**config.mk**
```make
export PLATFORM = sky130hd
export DESIGN_NAME = cop_top
export DESIGN_NICKNAME = d
export VERILOG_FILES = /design/src/rtl/cop_pkg.sv /design/src/rtl/cop_deadtime.sv /design/src/rtl/cop_break_merge.sv /design/src/rtl/cop_top.sv
export VERILOG_INCLUDE_DIRS = /design/src /design/src/rtl
export SDC_FILE = /design/constraint.sdc
export NUM_CORES = 1
export LEC_CHECK = 0
export ABC_AREA = 1
export ABC_CLOCK_PERIOD_IN_PS = 4600
export BUFFER_PORTS_ARGS = -buffer_cell sky130_fd_sc_hd__buf_2
export CAP_MARGIN = 20
export CORE_MARGIN = 2
export CORE_UTILIZATION = 55
export DETAILED_ROUTE_END_ITERATION = 6
export GPL_TIMING_DRIVEN = 0
export HOLD_SLACK_MARGIN = 0.1
export PLACE_DENSITY_LB_ADDON = 0.1
export SLEW_MARGIN = 25
export SYNTH_ARGS = -nofsm -noshare
export SYNTH_HDL_FRONTEND = slang
export SYNTH_SLANG_ARGS = --single-unit
```
**constraint.sdc**
```tcl
create_clock -name clk -period 4.6 [get_ports clk]
set_clock_uncertainty 0.2 [all_clocks]
set_input_delay 0.69 -clock clk [delete_from_list [all_inputs] [get_ports clk]]
set_output_delay 0.69 -clock clk [all_outputs]
set_load 0.005 [all_outputs]
```
**src/rtl/cop_defs.svh**
```systemverilog
// register map, field positions, reset values and timing constants of the output protection block
`ifndef COP_DEFS_SVH
`define COP_DEFS_SVH

// register byte offsets
`define COP_OFF_CHAN_EN 8'h20
`define COP_OFF_COMMON 8'h44
`define COP_OFF_STATUS 8'h48
`define COP_OFF_FP1 8'h80
`define COP_OFF_FP2 8'h84
`define COP_OFF_FP3 8'h88
`define COP_OFF_BRK 8'h8c

// free-protection and common protection fields
`define COP_FP_SEL 31
`define COP_FP_ROS 11
`define COP_FP_IOS 10
`define COP_DT_MSB 7
`define COP_DT_LSB 0
`define COP_CM_LOCK_MSB 9
`define COP_CM_LOCK_LSB 8
`define COP_CM_BRKPOL 13
`define COP_CM_MOE 15
`define COP_LOCK_OPEN 2'h0

// break source configuration fields
`define COP_BRK_CMP1_INV 26
`define COP_BRK_CMP0_INV 25
`define COP_BRK_PIN2_INV 18
`define COP_BRK_PIN1_INV 17
`define COP_BRK_PIN0_INV 16
`define COP_BRK_CMP1_EN 10
`define COP_BRK_CMP0_EN 9
`define COP_BRK_FILT_EN 8
`define COP_BRK_PIN2_EN 2
`define COP_BRK_PIN1_EN 1
`define COP_BRK_PIN0_EN 0
`define COP_BRK_RESET 32'h0000_0007

// dead-time code bases and step shifts
`define COP_DT_BASE_MID 11'h040
`define COP_DT_BASE_HI 11'h020
`define COP_DT_SH_MID 1
`define COP_DT_SH_HI8 3
`define COP_DT_SH_HI16 4

// dead-time sample period in ns, and its clock cycles at 250 MHz (rounded up)
`define COP_CLK_MHZ 250
`define COP_DTS_PERIOD_NS 4
`define COP_DTS_CYCLES ((`COP_DTS_PERIOD_NS * `COP_CLK_MHZ + 999) / 1000)

`endif

```
**src/rtl/cop_pkg.sv**
```systemverilog
// types shared by the output protection block
package cop_pkg;

    // one set of protection settings for a channel pair
    typedef struct packed {
        logic sel;
        logic run_offstate_en;
        logic idle_offstate_en;
        logic [7:0] dt;
    } cop_pair_cfg_type;

    // drive of one complementary pair towards the gate drivers
    typedef struct packed {
        logic direct_out;
        logic direct_oe;
        logic compl_out;
        logic compl_oe;
    } cop_pair_out_type;

    // break source selection and polarity
    typedef struct packed {
        logic [1:0] cmp_inv;
        logic [2:0] pin_inv;
        logic [1:0] cmp_en;
        logic filt_en;
        logic [2:0] pin_en;
    } cop_break_cfg_type;

    // raw break source levels
    typedef struct packed {
        logic [2:0] pin;
        logic [1:0] cmp;
        logic filt;
    } cop_break_src_type;

endpackage

```
**src/rtl/cop_deadtime.sv**
```systemverilog
// dead-time generator for one complementary pair
`include "cop_defs.svh"

module cop_deadtime (
    input logic clk,
    input logic resetn,
    input logic ref_in,
    input logic [7:0] dead_time_setting,
    output logic direct_on,
    output logic compl_on
);
    import cop_pkg::*;

    logic ref_q;
    logic [10:0] cnt;
    logic [10:0] next_cnt;

    // code to clock cycles, by range of the top three bits
    function automatic logic [10:0] dt_cycles(input logic [7:0] s);
        logic [10:0] u;
        if (!s[7]) begin
            u = {3'h0, s}; // [RL7]
        end else if (!s[6]) begin
            u = 11'((`COP_DT_BASE_MID + {5'h00, s[5:0]}) << `COP_DT_SH_MID); // [RL8]
        end else if (!s[5]) begin
            u = 11'((`COP_DT_BASE_HI + {6'h00, s[4:0]}) << `COP_DT_SH_HI8); // [RL9]
        end else begin
            u = 11'((`COP_DT_BASE_HI + {6'h00, s[4:0]}) << `COP_DT_SH_HI16); // [RL10]
        end
        return 11'(u * `COP_DTS_CYCLES);
    endfunction

    // each edge of the reference restarts the gap; both sides stay off until it ends
    assign next_cnt = (ref_in != ref_q) ? dt_cycles(dead_time_setting) : ((cnt != 11'h000) ? cnt - 11'h001 : cnt);

    always_ff @(posedge clk) begin
        if (!resetn) begin
            ref_q <= 1'b0;
            cnt <= 11'h000;
        end else begin
            ref_q <= ref_in;
            cnt <= next_cnt; // [RL6]
        end
    end

    // outputs turn on only once the gap count has run out
    always_ff @(posedge clk) begin
        if (!resetn) begin
            direct_on <= 1'b0;
            compl_on <= 1'b0;
        end else begin
            direct_on <= ref_in && (next_cnt == 11'h000);
            compl_on <= !ref_in && (next_cnt == 11'h000);
        end
    end

    a_dt_exclusive: assert property (@(posedge clk) disable iff (!resetn) !(direct_on && compl_on)) // [RL6]
        else $error("both sides of the pair on at once");
    a_dt_gap_start: assert property (@(posedge clk) disable iff (!resetn) // [RL6]
        (ref_in != ref_q) && (dead_time_setting != 8'h00) |=> !direct_on && !compl_on)
        else $error("no gap after reference edge");
endmodule

```
**src/rtl/cop_break_merge.sv**
```systemverilog
// first break request from polarity-adjusted enabled sources
`include "cop_defs.svh"

module cop_break_merge (
    input logic clk,
    input logic resetn,
    input cop_pkg::cop_break_cfg_type cfg,
    input logic first_break_polarity,
    input cop_pkg::cop_break_src_type src,
    output logic break_request
);
    import cop_pkg::*;

    logic [2:0] pin_act;
    logic [1:0] cmp_act;
    logic next_break;

    // uninverted source is active at the global polarity level, the invert bit flips that
    assign pin_act = ~(src.pin ^ cfg.pin_inv ^ {3{first_break_polarity}}); // [RL14]
    assign cmp_act = ~(src.cmp ^ cfg.cmp_inv ^ {2{first_break_polarity}}); // [RL14]

    // any enabled active source raises the request; filter unit level is taken as active high
    assign next_break = |(pin_act & cfg.pin_en) | |(cmp_act & cfg.cmp_en) | (src.filt & cfg.filt_en); // [RL21]

    always_ff @(posedge clk) begin
        if (!resetn) begin
            break_request <= 1'b0;
        end else begin
            break_request <= next_break; // [RL21]
        end
    end

    a_break_any: assert property (@(posedge clk) disable iff (!resetn) // [RL21]
        (cfg.pin_en[0] && (src.pin[0] == first_break_polarity) && !cfg.pin_inv[0]) |=> break_request)
        else $error("enabled break pin did not raise request");
    a_break_none: assert property (@(posedge clk) disable iff (!resetn) // [RL17]
        (cfg.pin_en == 3'h0 && cfg.cmp_en == 2'h0 && !cfg.filt_en) |=> !break_request)
        else $error("request raised with all sources disabled");
endmodule

```
**src/rtl/cop_top.sv**
```systemverilog
// complementary output protection settings and first break source configuration
//
// Summary of operation
// RL1: private select picks channel register over common
// RL2: select and dead time writable only unlocked
// RL3: run mode: disabled side off-state or released
// RL4: idle mode: off-state both, else release only the disabled sides
// RL5: off-state bits frozen at lock levels 10/11
// RL6: dead time inserted before each pair transition
// RL7: code 0xx: value times sample period
// RL8: code 10x: (64+low6) times two periods
// RL9: code 110: (32+low5) times eight periods
// RL10: code 111: (32+low5) times sixteen periods
// RL11: 0x84 serves channel 2, 0x88 channel 3
// RL12: software uses whole word accesses only
// RL13: software writes reserved bits as reset value
// RL14: invert bit flips source against global polarity
// RL15: pin invert bits sit at 18..16
// RL16: comparator invert bits at 25 and 26
// RL17: comparator enables at bits 10 and 9
// RL18: break configuration writable only when unlocked
// RL19: break configuration resets to 0x0000_0007
// RL20: pin enables bits 2..0, filter bit 8
// RL21: any enabled active source raises break
`include "cop_defs.svh"

module cop_top (
    input logic clk,
    input logic resetn,
    input logic [7:0] addr,
    input logic [31:0] wdata,
    input logic wr,
    input logic rd,
    output logic [31:0] rdata,
    input logic [2:0] pwm_ref,
    input cop_pkg::cop_break_src_type break_src,
    output cop_pkg::cop_pair_out_type [2:0] pair_out,
    output logic break_request
);
    import cop_pkg::*;

    // register state
    cop_pair_cfg_type common;
    logic [1:0] lock_level;
    logic main_out_enable;
    logic first_break_polarity;
    cop_pair_cfg_type fp [3];
    logic [5:0] chan_enable;
    cop_break_cfg_type brk;

    // derived state
    cop_pair_cfg_type sel_cfg [3];
    logic [2:0] direct_on;
    logic [2:0] compl_on;
    logic [31:0] next_rdata;
    logic unlocked;
    logic wr_common;
    logic wr_chan_en;
    logic wr_brk;
    logic [2:0] wr_fp;

    // settings word written under lock: select and dead time need lock 00, off-state bits need lock below 10
    function automatic cop_pair_cfg_type fp_write(input cop_pair_cfg_type old, input logic [31:0] w,
                                                  input logic [1:0] lock);
        cop_pair_cfg_type n;
        n = old;
        if (lock == `COP_LOCK_OPEN) begin
            n.sel = w[`COP_FP_SEL]; // [RL2]
            n.dt = w[`COP_DT_MSB:`COP_DT_LSB]; // [RL2]
        end
        if (!lock[1]) begin
            n.run_offstate_en = w[`COP_FP_ROS]; // [RL5]
            n.idle_offstate_en = w[`COP_FP_IOS]; // [RL5]
        end
        return n;
    endfunction

    // settings to bus word; reserved bits read as zero
    function automatic logic [31:0] fp_word(input cop_pair_cfg_type c);
        logic [31:0] w;
        w = 32'h0000_0000;
        w[`COP_FP_SEL] = c.sel;
        w[`COP_FP_ROS] = c.run_offstate_en;
        w[`COP_FP_IOS] = c.idle_offstate_en;
        w[`COP_DT_MSB:`COP_DT_LSB] = c.dt;
        return w;
    endfunction

    // break configuration to bus word
    function automatic logic [31:0] brk_word(input cop_break_cfg_type b);
        logic [31:0] w;
        w = 32'h0000_0000;
        w[`COP_BRK_CMP1_INV] = b.cmp_inv[1]; // [RL16]
        w[`COP_BRK_CMP0_INV] = b.cmp_inv[0]; // [RL16]
        w[`COP_BRK_PIN2_INV] = b.pin_inv[2]; // [RL15]
        w[`COP_BRK_PIN1_INV] = b.pin_inv[1]; // [RL15]
        w[`COP_BRK_PIN0_INV] = b.pin_inv[0]; // [RL15]
        w[`COP_BRK_CMP1_EN] = b.cmp_en[1]; // [RL17]
        w[`COP_BRK_CMP0_EN] = b.cmp_en[0]; // [RL17]
        w[`COP_BRK_FILT_EN] = b.filt_en; // [RL20]
        w[`COP_BRK_PIN2_EN] = b.pin_en[2]; // [RL20]
        w[`COP_BRK_PIN1_EN] = b.pin_en[1]; // [RL20]
        w[`COP_BRK_PIN0_EN] = b.pin_en[0]; // [RL20]
        return w;
    endfunction

    // bus word to break configuration
    function automatic cop_break_cfg_type brk_unpack(input logic [31:0] w);
        cop_break_cfg_type b;
        b.cmp_inv = {w[`COP_BRK_CMP1_INV], w[`COP_BRK_CMP0_INV]}; // [RL16]
        b.pin_inv = {w[`COP_BRK_PIN2_INV], w[`COP_BRK_PIN1_INV], w[`COP_BRK_PIN0_INV]}; // [RL15]
        b.cmp_en = {w[`COP_BRK_CMP1_EN], w[`COP_BRK_CMP0_EN]}; // [RL17]
        b.filt_en = w[`COP_BRK_FILT_EN]; // [RL20]
        b.pin_en = {w[`COP_BRK_PIN2_EN], w[`COP_BRK_PIN1_EN], w[`COP_BRK_PIN0_EN]}; // [RL20]
        return b;
    endfunction

    // address decode; the bus never waits
    assign unlocked = (lock_level == `COP_LOCK_OPEN);
    assign wr_common = wr && (addr == `COP_OFF_COMMON);
    assign wr_chan_en = wr && (addr == `COP_OFF_CHAN_EN);
    assign wr_brk = wr && (addr == `COP_OFF_BRK);
    assign wr_fp[0] = wr && (addr == `COP_OFF_FP1);
    assign wr_fp[1] = wr && (addr == `COP_OFF_FP2); // [RL11]
    assign wr_fp[2] = wr && (addr == `COP_OFF_FP3); // [RL11]

    // common protection settings; lock level can only be raised from open, then holds until reset
    always_ff @(posedge clk) begin
        if (!resetn) begin
            common <= '0;
            lock_level <= `COP_LOCK_OPEN;
            main_out_enable <= 1'b0;
            first_break_polarity <= 1'b0;
        end else if (wr_common) begin
            common <= fp_write(common, wdata, lock_level);
            main_out_enable <= wdata[`COP_CM_MOE];
            if (unlocked) begin
                lock_level <= wdata[`COP_CM_LOCK_MSB:`COP_CM_LOCK_LSB];
                first_break_polarity <= wdata[`COP_CM_BRKPOL];
            end
        end
    end

    // per-channel private settings
    always_ff @(posedge clk) begin
        if (!resetn) begin
            for (int i = 0; i < 3; i++) begin
                fp[i] <= '0;
            end
        end else begin
            for (int i = 0; i < 3; i++) begin
                if (wr_fp[i]) begin
                    fp[i] <= fp_write(fp[i], wdata, lock_level); // [RL2] [RL5]
                end
            end
        end
    end

    // direct and complementary enables of the three pairs, never locked
    always_ff @(posedge clk) begin
        if (!resetn) begin
            chan_enable <= 6'h00;
        end else if (wr_chan_en) begin
            chan_enable <= wdata[5:0];
        end
    end

    // break source configuration; a locked write is dropped whole
    always_ff @(posedge clk) begin
        if (!resetn) begin
            brk <= brk_unpack(`COP_BRK_RESET); // [RL19]
        end else if (wr_brk && unlocked) begin
            brk <= brk_unpack(wdata); // [RL18]
        end
    end

    // settings in force per pair: private register when selected, else the common one
    always_comb begin
        for (int i = 0; i < 3; i++) begin
            sel_cfg[i] = fp[i].sel ? fp[i] : common; // [RL1]
        end
    end

    // read data one cycle after the strobe; unmapped offsets and idle cycles read zero
    always_comb begin
        next_rdata = 32'h0000_0000;
        if (rd) begin
            unique case (addr)
                `COP_OFF_COMMON: begin
                    next_rdata = fp_word(common);
                    next_rdata[`COP_FP_SEL] = 1'b0;
                    next_rdata[`COP_CM_LOCK_MSB:`COP_CM_LOCK_LSB] = lock_level;
                    next_rdata[`COP_CM_BRKPOL] = first_break_polarity;
                    next_rdata[`COP_CM_MOE] = main_out_enable;
                end
                `COP_OFF_CHAN_EN: next_rdata[5:0] = chan_enable;
                `COP_OFF_STATUS: next_rdata[3:0] = {fp[2].sel, fp[1].sel, fp[0].sel, break_request};
                `COP_OFF_FP1: next_rdata = fp_word(fp[0]);
                `COP_OFF_FP2: next_rdata = fp_word(fp[1]); // [RL11]
                `COP_OFF_FP3: next_rdata = fp_word(fp[2]); // [RL11]
                `COP_OFF_BRK: next_rdata = brk_word(brk);
                default: next_rdata = 32'h0000_0000;
            endcase
        end
    end

    always_ff @(posedge clk) begin
        if (!resetn) begin
            rdata <= 32'h0000_0000;
        end else begin
            rdata <= next_rdata;
        end
    end

    // dead-time generators, one per pair, fed from the settings in force
    for (genvar g = 0; g < 3; g++) begin : g_pair
        cop_deadtime u_dt (
            .clk(clk),
            .resetn(resetn),
            .ref_in(pwm_ref[g]),
            .dead_time_setting(sel_cfg[g].dt), // [RL6]
            .direct_on(direct_on[g]),
            .compl_on(compl_on[g])
        );
    end

    // output stage; off-state is the low level with the pin driven, disabled means released
    always_ff @(posedge clk) begin
        if (!resetn) begin
            pair_out <= '0;
        end else begin
            for (int i = 0; i < 3; i++) begin
                if (main_out_enable) begin
                    // run mode: enabled side follows the dead-time generator
                    pair_out[i].direct_out <= chan_enable[2 * i] && direct_on[i];
                    pair_out[i].direct_oe <= chan_enable[2 * i] || sel_cfg[i].run_offstate_en; // [RL3]
                    pair_out[i].compl_out <= chan_enable[2 * i + 1] && compl_on[i];
                    pair_out[i].compl_oe <= chan_enable[2 * i + 1] || sel_cfg[i].run_offstate_en; // [RL3]
                end else begin
                    // idle mode: never drives an active level
                    pair_out[i].direct_out <= 1'b0;
                    pair_out[i].compl_out <= 1'b0;
                    pair_out[i].direct_oe <= sel_cfg[i].idle_offstate_en || chan_enable[2 * i]; // [RL4]
                    pair_out[i].compl_oe <= sel_cfg[i].idle_offstate_en || chan_enable[2 * i + 1]; // [RL4]
                end
            end
        end
    end

    // first break function
    cop_break_merge u_brk (
        .clk(clk),
        .resetn(resetn),
        .cfg(brk),
        .first_break_polarity(first_break_polarity),
        .src(break_src),
        .break_request(break_request)
    );

    a_lock_sel_hold: assert property (@(posedge clk) disable iff (!resetn) // [RL2]
        wr_fp[1] && !unlocked |=> fp[1].sel == $past(fp[1].sel) && fp[1].dt == $past(fp[1].dt))
        else $error("select or dead time changed while locked");
    a_lock_sel_take: assert property (@(posedge clk) disable iff (!resetn) // [RL2]
        wr_fp[2] && unlocked |=> fp[2].dt == $past(wdata[7:0]) && fp[2].sel == $past(wdata[31]))
        else $error("unlocked write not taken");
    a_offstate_lock: assert property (@(posedge clk) disable iff (!resetn) // [RL5]
        wr_fp[2] && lock_level[1] |=> $stable(fp[2].run_offstate_en) && $stable(fp[2].idle_offstate_en))
        else $error("off-state bits changed at high lock level");
    a_brk_lock_hold: assert property (@(posedge clk) disable iff (!resetn) // [RL18]
        wr_brk && !unlocked |=> $stable(brk))
        else $error("break configuration changed while locked");
    a_brk_reset_val: assert property (@(posedge clk) // [RL19]
        !resetn |=> brk_word(brk) == `COP_BRK_RESET)
        else $error("break configuration reset value wrong");
    a_sel_private: assert property (@(posedge clk) disable iff (!resetn) // [RL1]
        wr_fp[1] && unlocked && wdata[31] |=> sel_cfg[1].dt == fp[1].dt ##1 fp[1].sel)
        else $error("private settings not in force");
    a_run_release: assert property (@(posedge clk) disable iff (!resetn) // [RL3]
        main_out_enable && !chan_enable[0] && !sel_cfg[0].run_offstate_en |=> !pair_out[0].direct_oe)
        else $error("disabled run output still driven");
    a_run_offstate: assert property (@(posedge clk) disable iff (!resetn) // [RL3]
        main_out_enable && !chan_enable[3] && sel_cfg[1].run_offstate_en |=> pair_out[1].compl_oe && !pair_out[1].compl_out)
        else $error("run off-state not driven");
    a_idle_offstate: assert property (@(posedge clk) disable iff (!resetn) // [RL4]
        !main_out_enable && sel_cfg[1].idle_offstate_en |=> pair_out[1].direct_oe && pair_out[1].compl_oe
        && !pair_out[1].direct_out && !pair_out[1].compl_out)
        else $error("idle off-state not applied to both outputs");
    a_idle_release: assert property (@(posedge clk) disable iff (!resetn) // [RL4]
        !main_out_enable && !sel_cfg[1].idle_offstate_en && chan_enable[3:2] == 2'h0 |=> !pair_out[1].direct_oe && !pair_out[1].compl_oe)
        else $error("idle outputs not released");
    a_read_fp2: assert property (@(posedge clk) disable iff (!resetn) // [RL11]
        rd && addr == `COP_OFF_FP2 |=> rdata == fp_word($past(fp[1])))
        else $error("channel 2 register read wrong");
endmodule

```
**Yosys cells after proc, flatten, opt, wreduce, memory -nomap -nowiden**

Memories as Yosys holds them, arrays and structs flattened.
Cells that the tools add are included.

- Flip-flop bits (word level): 118
- RAM bits: 33
- Input port bits: 53
- Output and inout port bits: 45
- Logic and storage cells: 184
- Memories kept: 1

Memory list:

| name | words | bits a word | read ports | clocked after memory_dff | write ports | line | text |
|---|---|---|---|---|---|---|---|
| fp | 3 | 11 | 3 | 0 | 3 | cop_top.sv:47 | `cop_pair_cfg_type fp [3];` |

- Add/subtract/negate cells: 9
- Eq/ne operators: 10
- Multiplexer cells: 64
- Bitwise logic cells: 15
- Reduce and logical (&&, ||, !) cells: 47

Operators with widths:

| operator | number |
|---|---|
| 2-to-1 mux 11 bit | 18 |
| case mux 26 bit (5 select lines) | 1 |
| 2-to-1 mux 8 bit | 9 |
| zero test 11 bit | 3 |
| nonzero test 11 bit | 3 |
| subtractor 11 x 1 -> 11 bit, second input constant | 3 |
| equality test 8 bit, second input constant | 4 |
| 2-to-1 mux 10 bit | 3 |
| case mux 4 bit (7 select lines) | 1 |
| adder 7 x 6 -> 8 bit, first input constant | 3 |
| adder 6 x 5 -> 7 bit, first input constant | 3 |
| logical AND 1 bit | 19 |
| 2-to-1 mux 1 bit | 19 |
| 2-to-1 mux 2 bit | 9 |
| equality test 8 x 7 -> 1 bit, second input constant | 2 |
| logical OR 1 bit | 12 |
| case mux 2 bit (5 select lines) | 1 |
| 2-to-1 mux 3 bit | 3 |
| equality test 8 x 6 -> 1 bit, second input constant | 1 |
| AND reduction 2 bit | 4 |
| XOR 3 bit | 2 |
| OR 1 bit | 5 |
| XOR 2 bit | 2 |
| AND 3 bit | 1 |
| other kinds (10) | 14 |

**Logic depth before layout (Yosys ltp)**

An unclocked memory read counts as a cell.

- Depth after elaboration: 9
- Mapped depth: 14
- Depth with buffers taken out: 14

**By module**

A second synthesis with hierarchy kept.

- Cells, all modules: 1,068
- Area total of the unflattened synthesis: 7,773.7 um^2

By module, submodules not included:

| module | instances | cells an instance | area each (um^2) | sequential area each (um^2) |
|---|---|---|---|---|
| cop_top | 1 | 520 | 4,330.4 | 2,252.2 |
| cop_deadtime | 3 | 166 | 1,073.5 | 280.3 |
| cop_break_merge | 1 | 50 | 222.7 | 20.0 |

**Worst setup path after synthesis**

Ideal clock, no wire load.

- Kind: input port to flip-flop
- From: input addr[1]
- To: memory fp[0][11] (netlist bit) (enable)
- Setup time: 374 ps
- Arrival: 1,907 ps
- Data required time: 4,026 ps
- Slack: 2,119 ps
- Stages on the path: 6
- Path buffers: 0
- Path through: or2_1 nor3_2 nand2_1 o21ai_0 inv_1 nor2_1

RTL lines:

| item | line | text |
|---|---|---|
| from (decl) | cop_top.sv:30 | `input logic [7:0] addr,` |
| to (decl) | cop_top.sv:47 |  |

==> out/results.txt <==
average wire per standard cell = 15.99 um
vias in the first global route = 6218
max_cap viols = 0
post_cts resized = 0
Cells after Synth = 1004
FF-to-FF Start = fp[0][10]
CP startpoint = addr[1]
DIE HEIGHT = 118.1 um
unrepaired setup endpoints after global routing = no
IO Pins = 98
setup violation total in the final timing report = 0
1st-iter DRT viols = 722
CP required = 4.46 ns
reg-to-reg critical path endpoint = g_pair[0].u_dt.direct_on
DRC = 2
worst vdd ir = 234.9 uV
Tot GR Track Use = 30.10%
initial antenna violation count = 0
Rows = 41
Port Buf Inserts = 72
Max Fclk = 370.1 MHz
H-tree Lvls = 4
CP peak stage delay = 0.75 ns
highest-count cells in the layout ignoring fill and taps = nand2_1 (247), nor2_1 (131), inv_1 (114), dfxtp_1 (106), buf_2 (75)
R2R depth = 10
n_diodes = 0
Initial Util = 56.53%
max_slew headroom = 34.65%
crit path cell chain = buf_2 > or2_1 > nor3_2 > nand2_1 > o21ai_0 > inv_1 > nor2_1
violated checks = design-rule violations
Hold Startpoint = g_pair[0].u_dt.compl_on
core outline area = 12670 sq um
postcts setup bufs = 0
Root Driver = clkbuf_16
worst skew pair latency = 0.43 ns
Vias/cell = 5.374
Longest Clk Path Bufs = 2
largest fanout on the critical path = 9
nets = 1162
Die Area = 13950 sq um
routed via count = 6938
Worst path slowest cell = nor2_1
Final Max Slew Viols = 0
cts bufs inserted = 17
top cell type's share of synthesized area = 29.62%
first-pass GRT wire length = 32700 um
FF+latch count, synth = 139
pwr dens = 437.5 nW/um^2
hold crit path type = reg2reg
Reg2Reg Setup Slack = 2.17 ns
Levels on crit path = 7
CTS tree = yes
crit end category = flip-flop
Total Wirelength = 20640 um
Worst EP arrival = 2.56 ns
cts-stage hold buffer count = 0
CTS Sinks = 139
syn avg cell area = 7.135 sq um
crit path launch type = input pin
DP Wirelength = 15360 um
Worst path top cell family by delay = simple AND/OR/NAND/NOR gates
crit path buf inv count = 2
status = finished, violations left
clk slew on worst S/H paths = 0.06 ns
Overflow after GRT = 0
CP endpoint = fp[0][18]
fin crit share = 58.74%
setup TNS = 0 ns
post-synthesis sequential area ratio = 43.46%
library cells used by synthesis = 45
leading cell type in the layout, fill and taps excluded = nand2_1
Synth Cell Area = 7163 sq um
cell taking the most area after synthesis = dfxtp_1
largest net degree at the start of global routing = 17
area grow syn2layout = 16.80%
critical path class = in2reg
# fillers = 1177
Yosys warnings = 0
Post-DRT Antenna Nets = 0
layout cells sized above 1 = 15.46%
DR pass1 iterations = 7
actual slew at the worst max-slew pin = 0.9766 ns
Final Hold Slack = 0.2201 ns
top post-synthesis cells by area = dfxtp_1 (30%), edfxtp_1 (14%), nand2_1 (13%)
DIE WIDTH = 118.1 um
post-layout min period = 2.702 ns
Final Hold Fails = 0
GP Congestion = 0.9577
P_leak = 3.850 nW
==> metrics by stage <==
stage | cell area (sq um) | instances | util, % | power [W] | setup WS, ns
detailed placement | 7780 | 1259 | 61.40 | 0.002293 | 1.536
finish | 8367 | 1291 | 66.03 | 0.003661 | 1.898
floorplan | 7204 | 1015 | - | 0.002086 | 2.119
CTS | 8367 | 1291 | 66.03 | 0.003645 | 1.981
global placement | 7780 | 1259 | 61.40 | 0.002281 | 1.499
global route | 8367 | 1291 | 66.03 | 0.003864 | 1.762
==> metal layers <==
layer	vias up	global-route usage (%)	share of wire, %
li1	3424	-	-
met1	3169	42.47	45
met2	305	45.38	44
met3	40	6.686	8.2
met4	0	10.54	2.1
met5	-	0	0
==> Yosys cell counts (all sizes together) <==
master,number
nand2,250
nor2,137
inv,129
dfxtp,106
o21ai,79
a21oi,72
nand3,71
edfxtp,33
buf,23
clkbuf,14
nor3,12
xor2,12
o22ai,11
xnor2,10
o211ai,9
or2,7
a31oi,5
clkinv,4
a211oi,3
ha,3
nand3b,3
nand4,2
o21a,2
a22o,1
a41oi,1
conb,1
nor4,1
o211a,1
o21bai,1
o221ai,1
==> final cells by class <==
type                       instances  area [sq um]  share of cell area [%]
tap                              172         215.2                   2.572
clock inverter                    11         105.1                   1.256
multi-input combinational        706          3371                   40.29
timing repair buffer              72         360.3                   4.307
sequential                       139          3113                   37.21
inverter                         133         499.2                   5.967
clock buffer                      21         481.7                   5.757
buffer                            37         221.5                   2.647
==> where the power goes <==
part,internal [W],switching (W)
combinational,0.000312,0.000591
sequential,0.00133,0.0000588
clock,0.000810,0.000562
==> logic make-up after synthesis <==
group	share of synthesized area, %
compound gates	14.76
xor+xnor	3.214
fa+ha+maj	0.5241
buf+inv	10.06
flops	43.46
other cells	0.05235
simple gates	27.93
==> flip-flops by register name (all words and copies together), names as in the netlist, 3 cells and up <==
| register | count |
|---|---|
| g_pair.u_dt.compl_on | 3 |
| pair_out | 12 |
| g_pair.u_dt.cnt | 33 |
| g_pair.u_dt.direct_on | 3 |
| rdata | 20 |
| g_pair.u_dt.ref_q | 3 |
| chan_enable | 6 |
| fp | 33 |
| brk | 11 |
| common | 10 |
==> worst register-to-register path: cells and delay by family (launching register included) <==
family,cells,cell delay [ns]
AO/OA/AOI/OAI,2,0.82
AND/OR/NAND/NOR,6,0.58
flip-flops,1,0.36
buffers and inverters,2,0.35
==> worst min-delay path by stage <==
stage,endpoint,cells after the start,slack (ns)
after floorplan,pair_out[11],2,0.20
after global placement,pair_out[1],2,0.21
after detailed placement,pair_out[1],2,0.21
after CTS,pair_out[1],2,0.22
after global routing,pair_out[1],2,0.24
final,pair_out[1],2,0.22
Note: power is estimated with default switching activity, not from simulation.
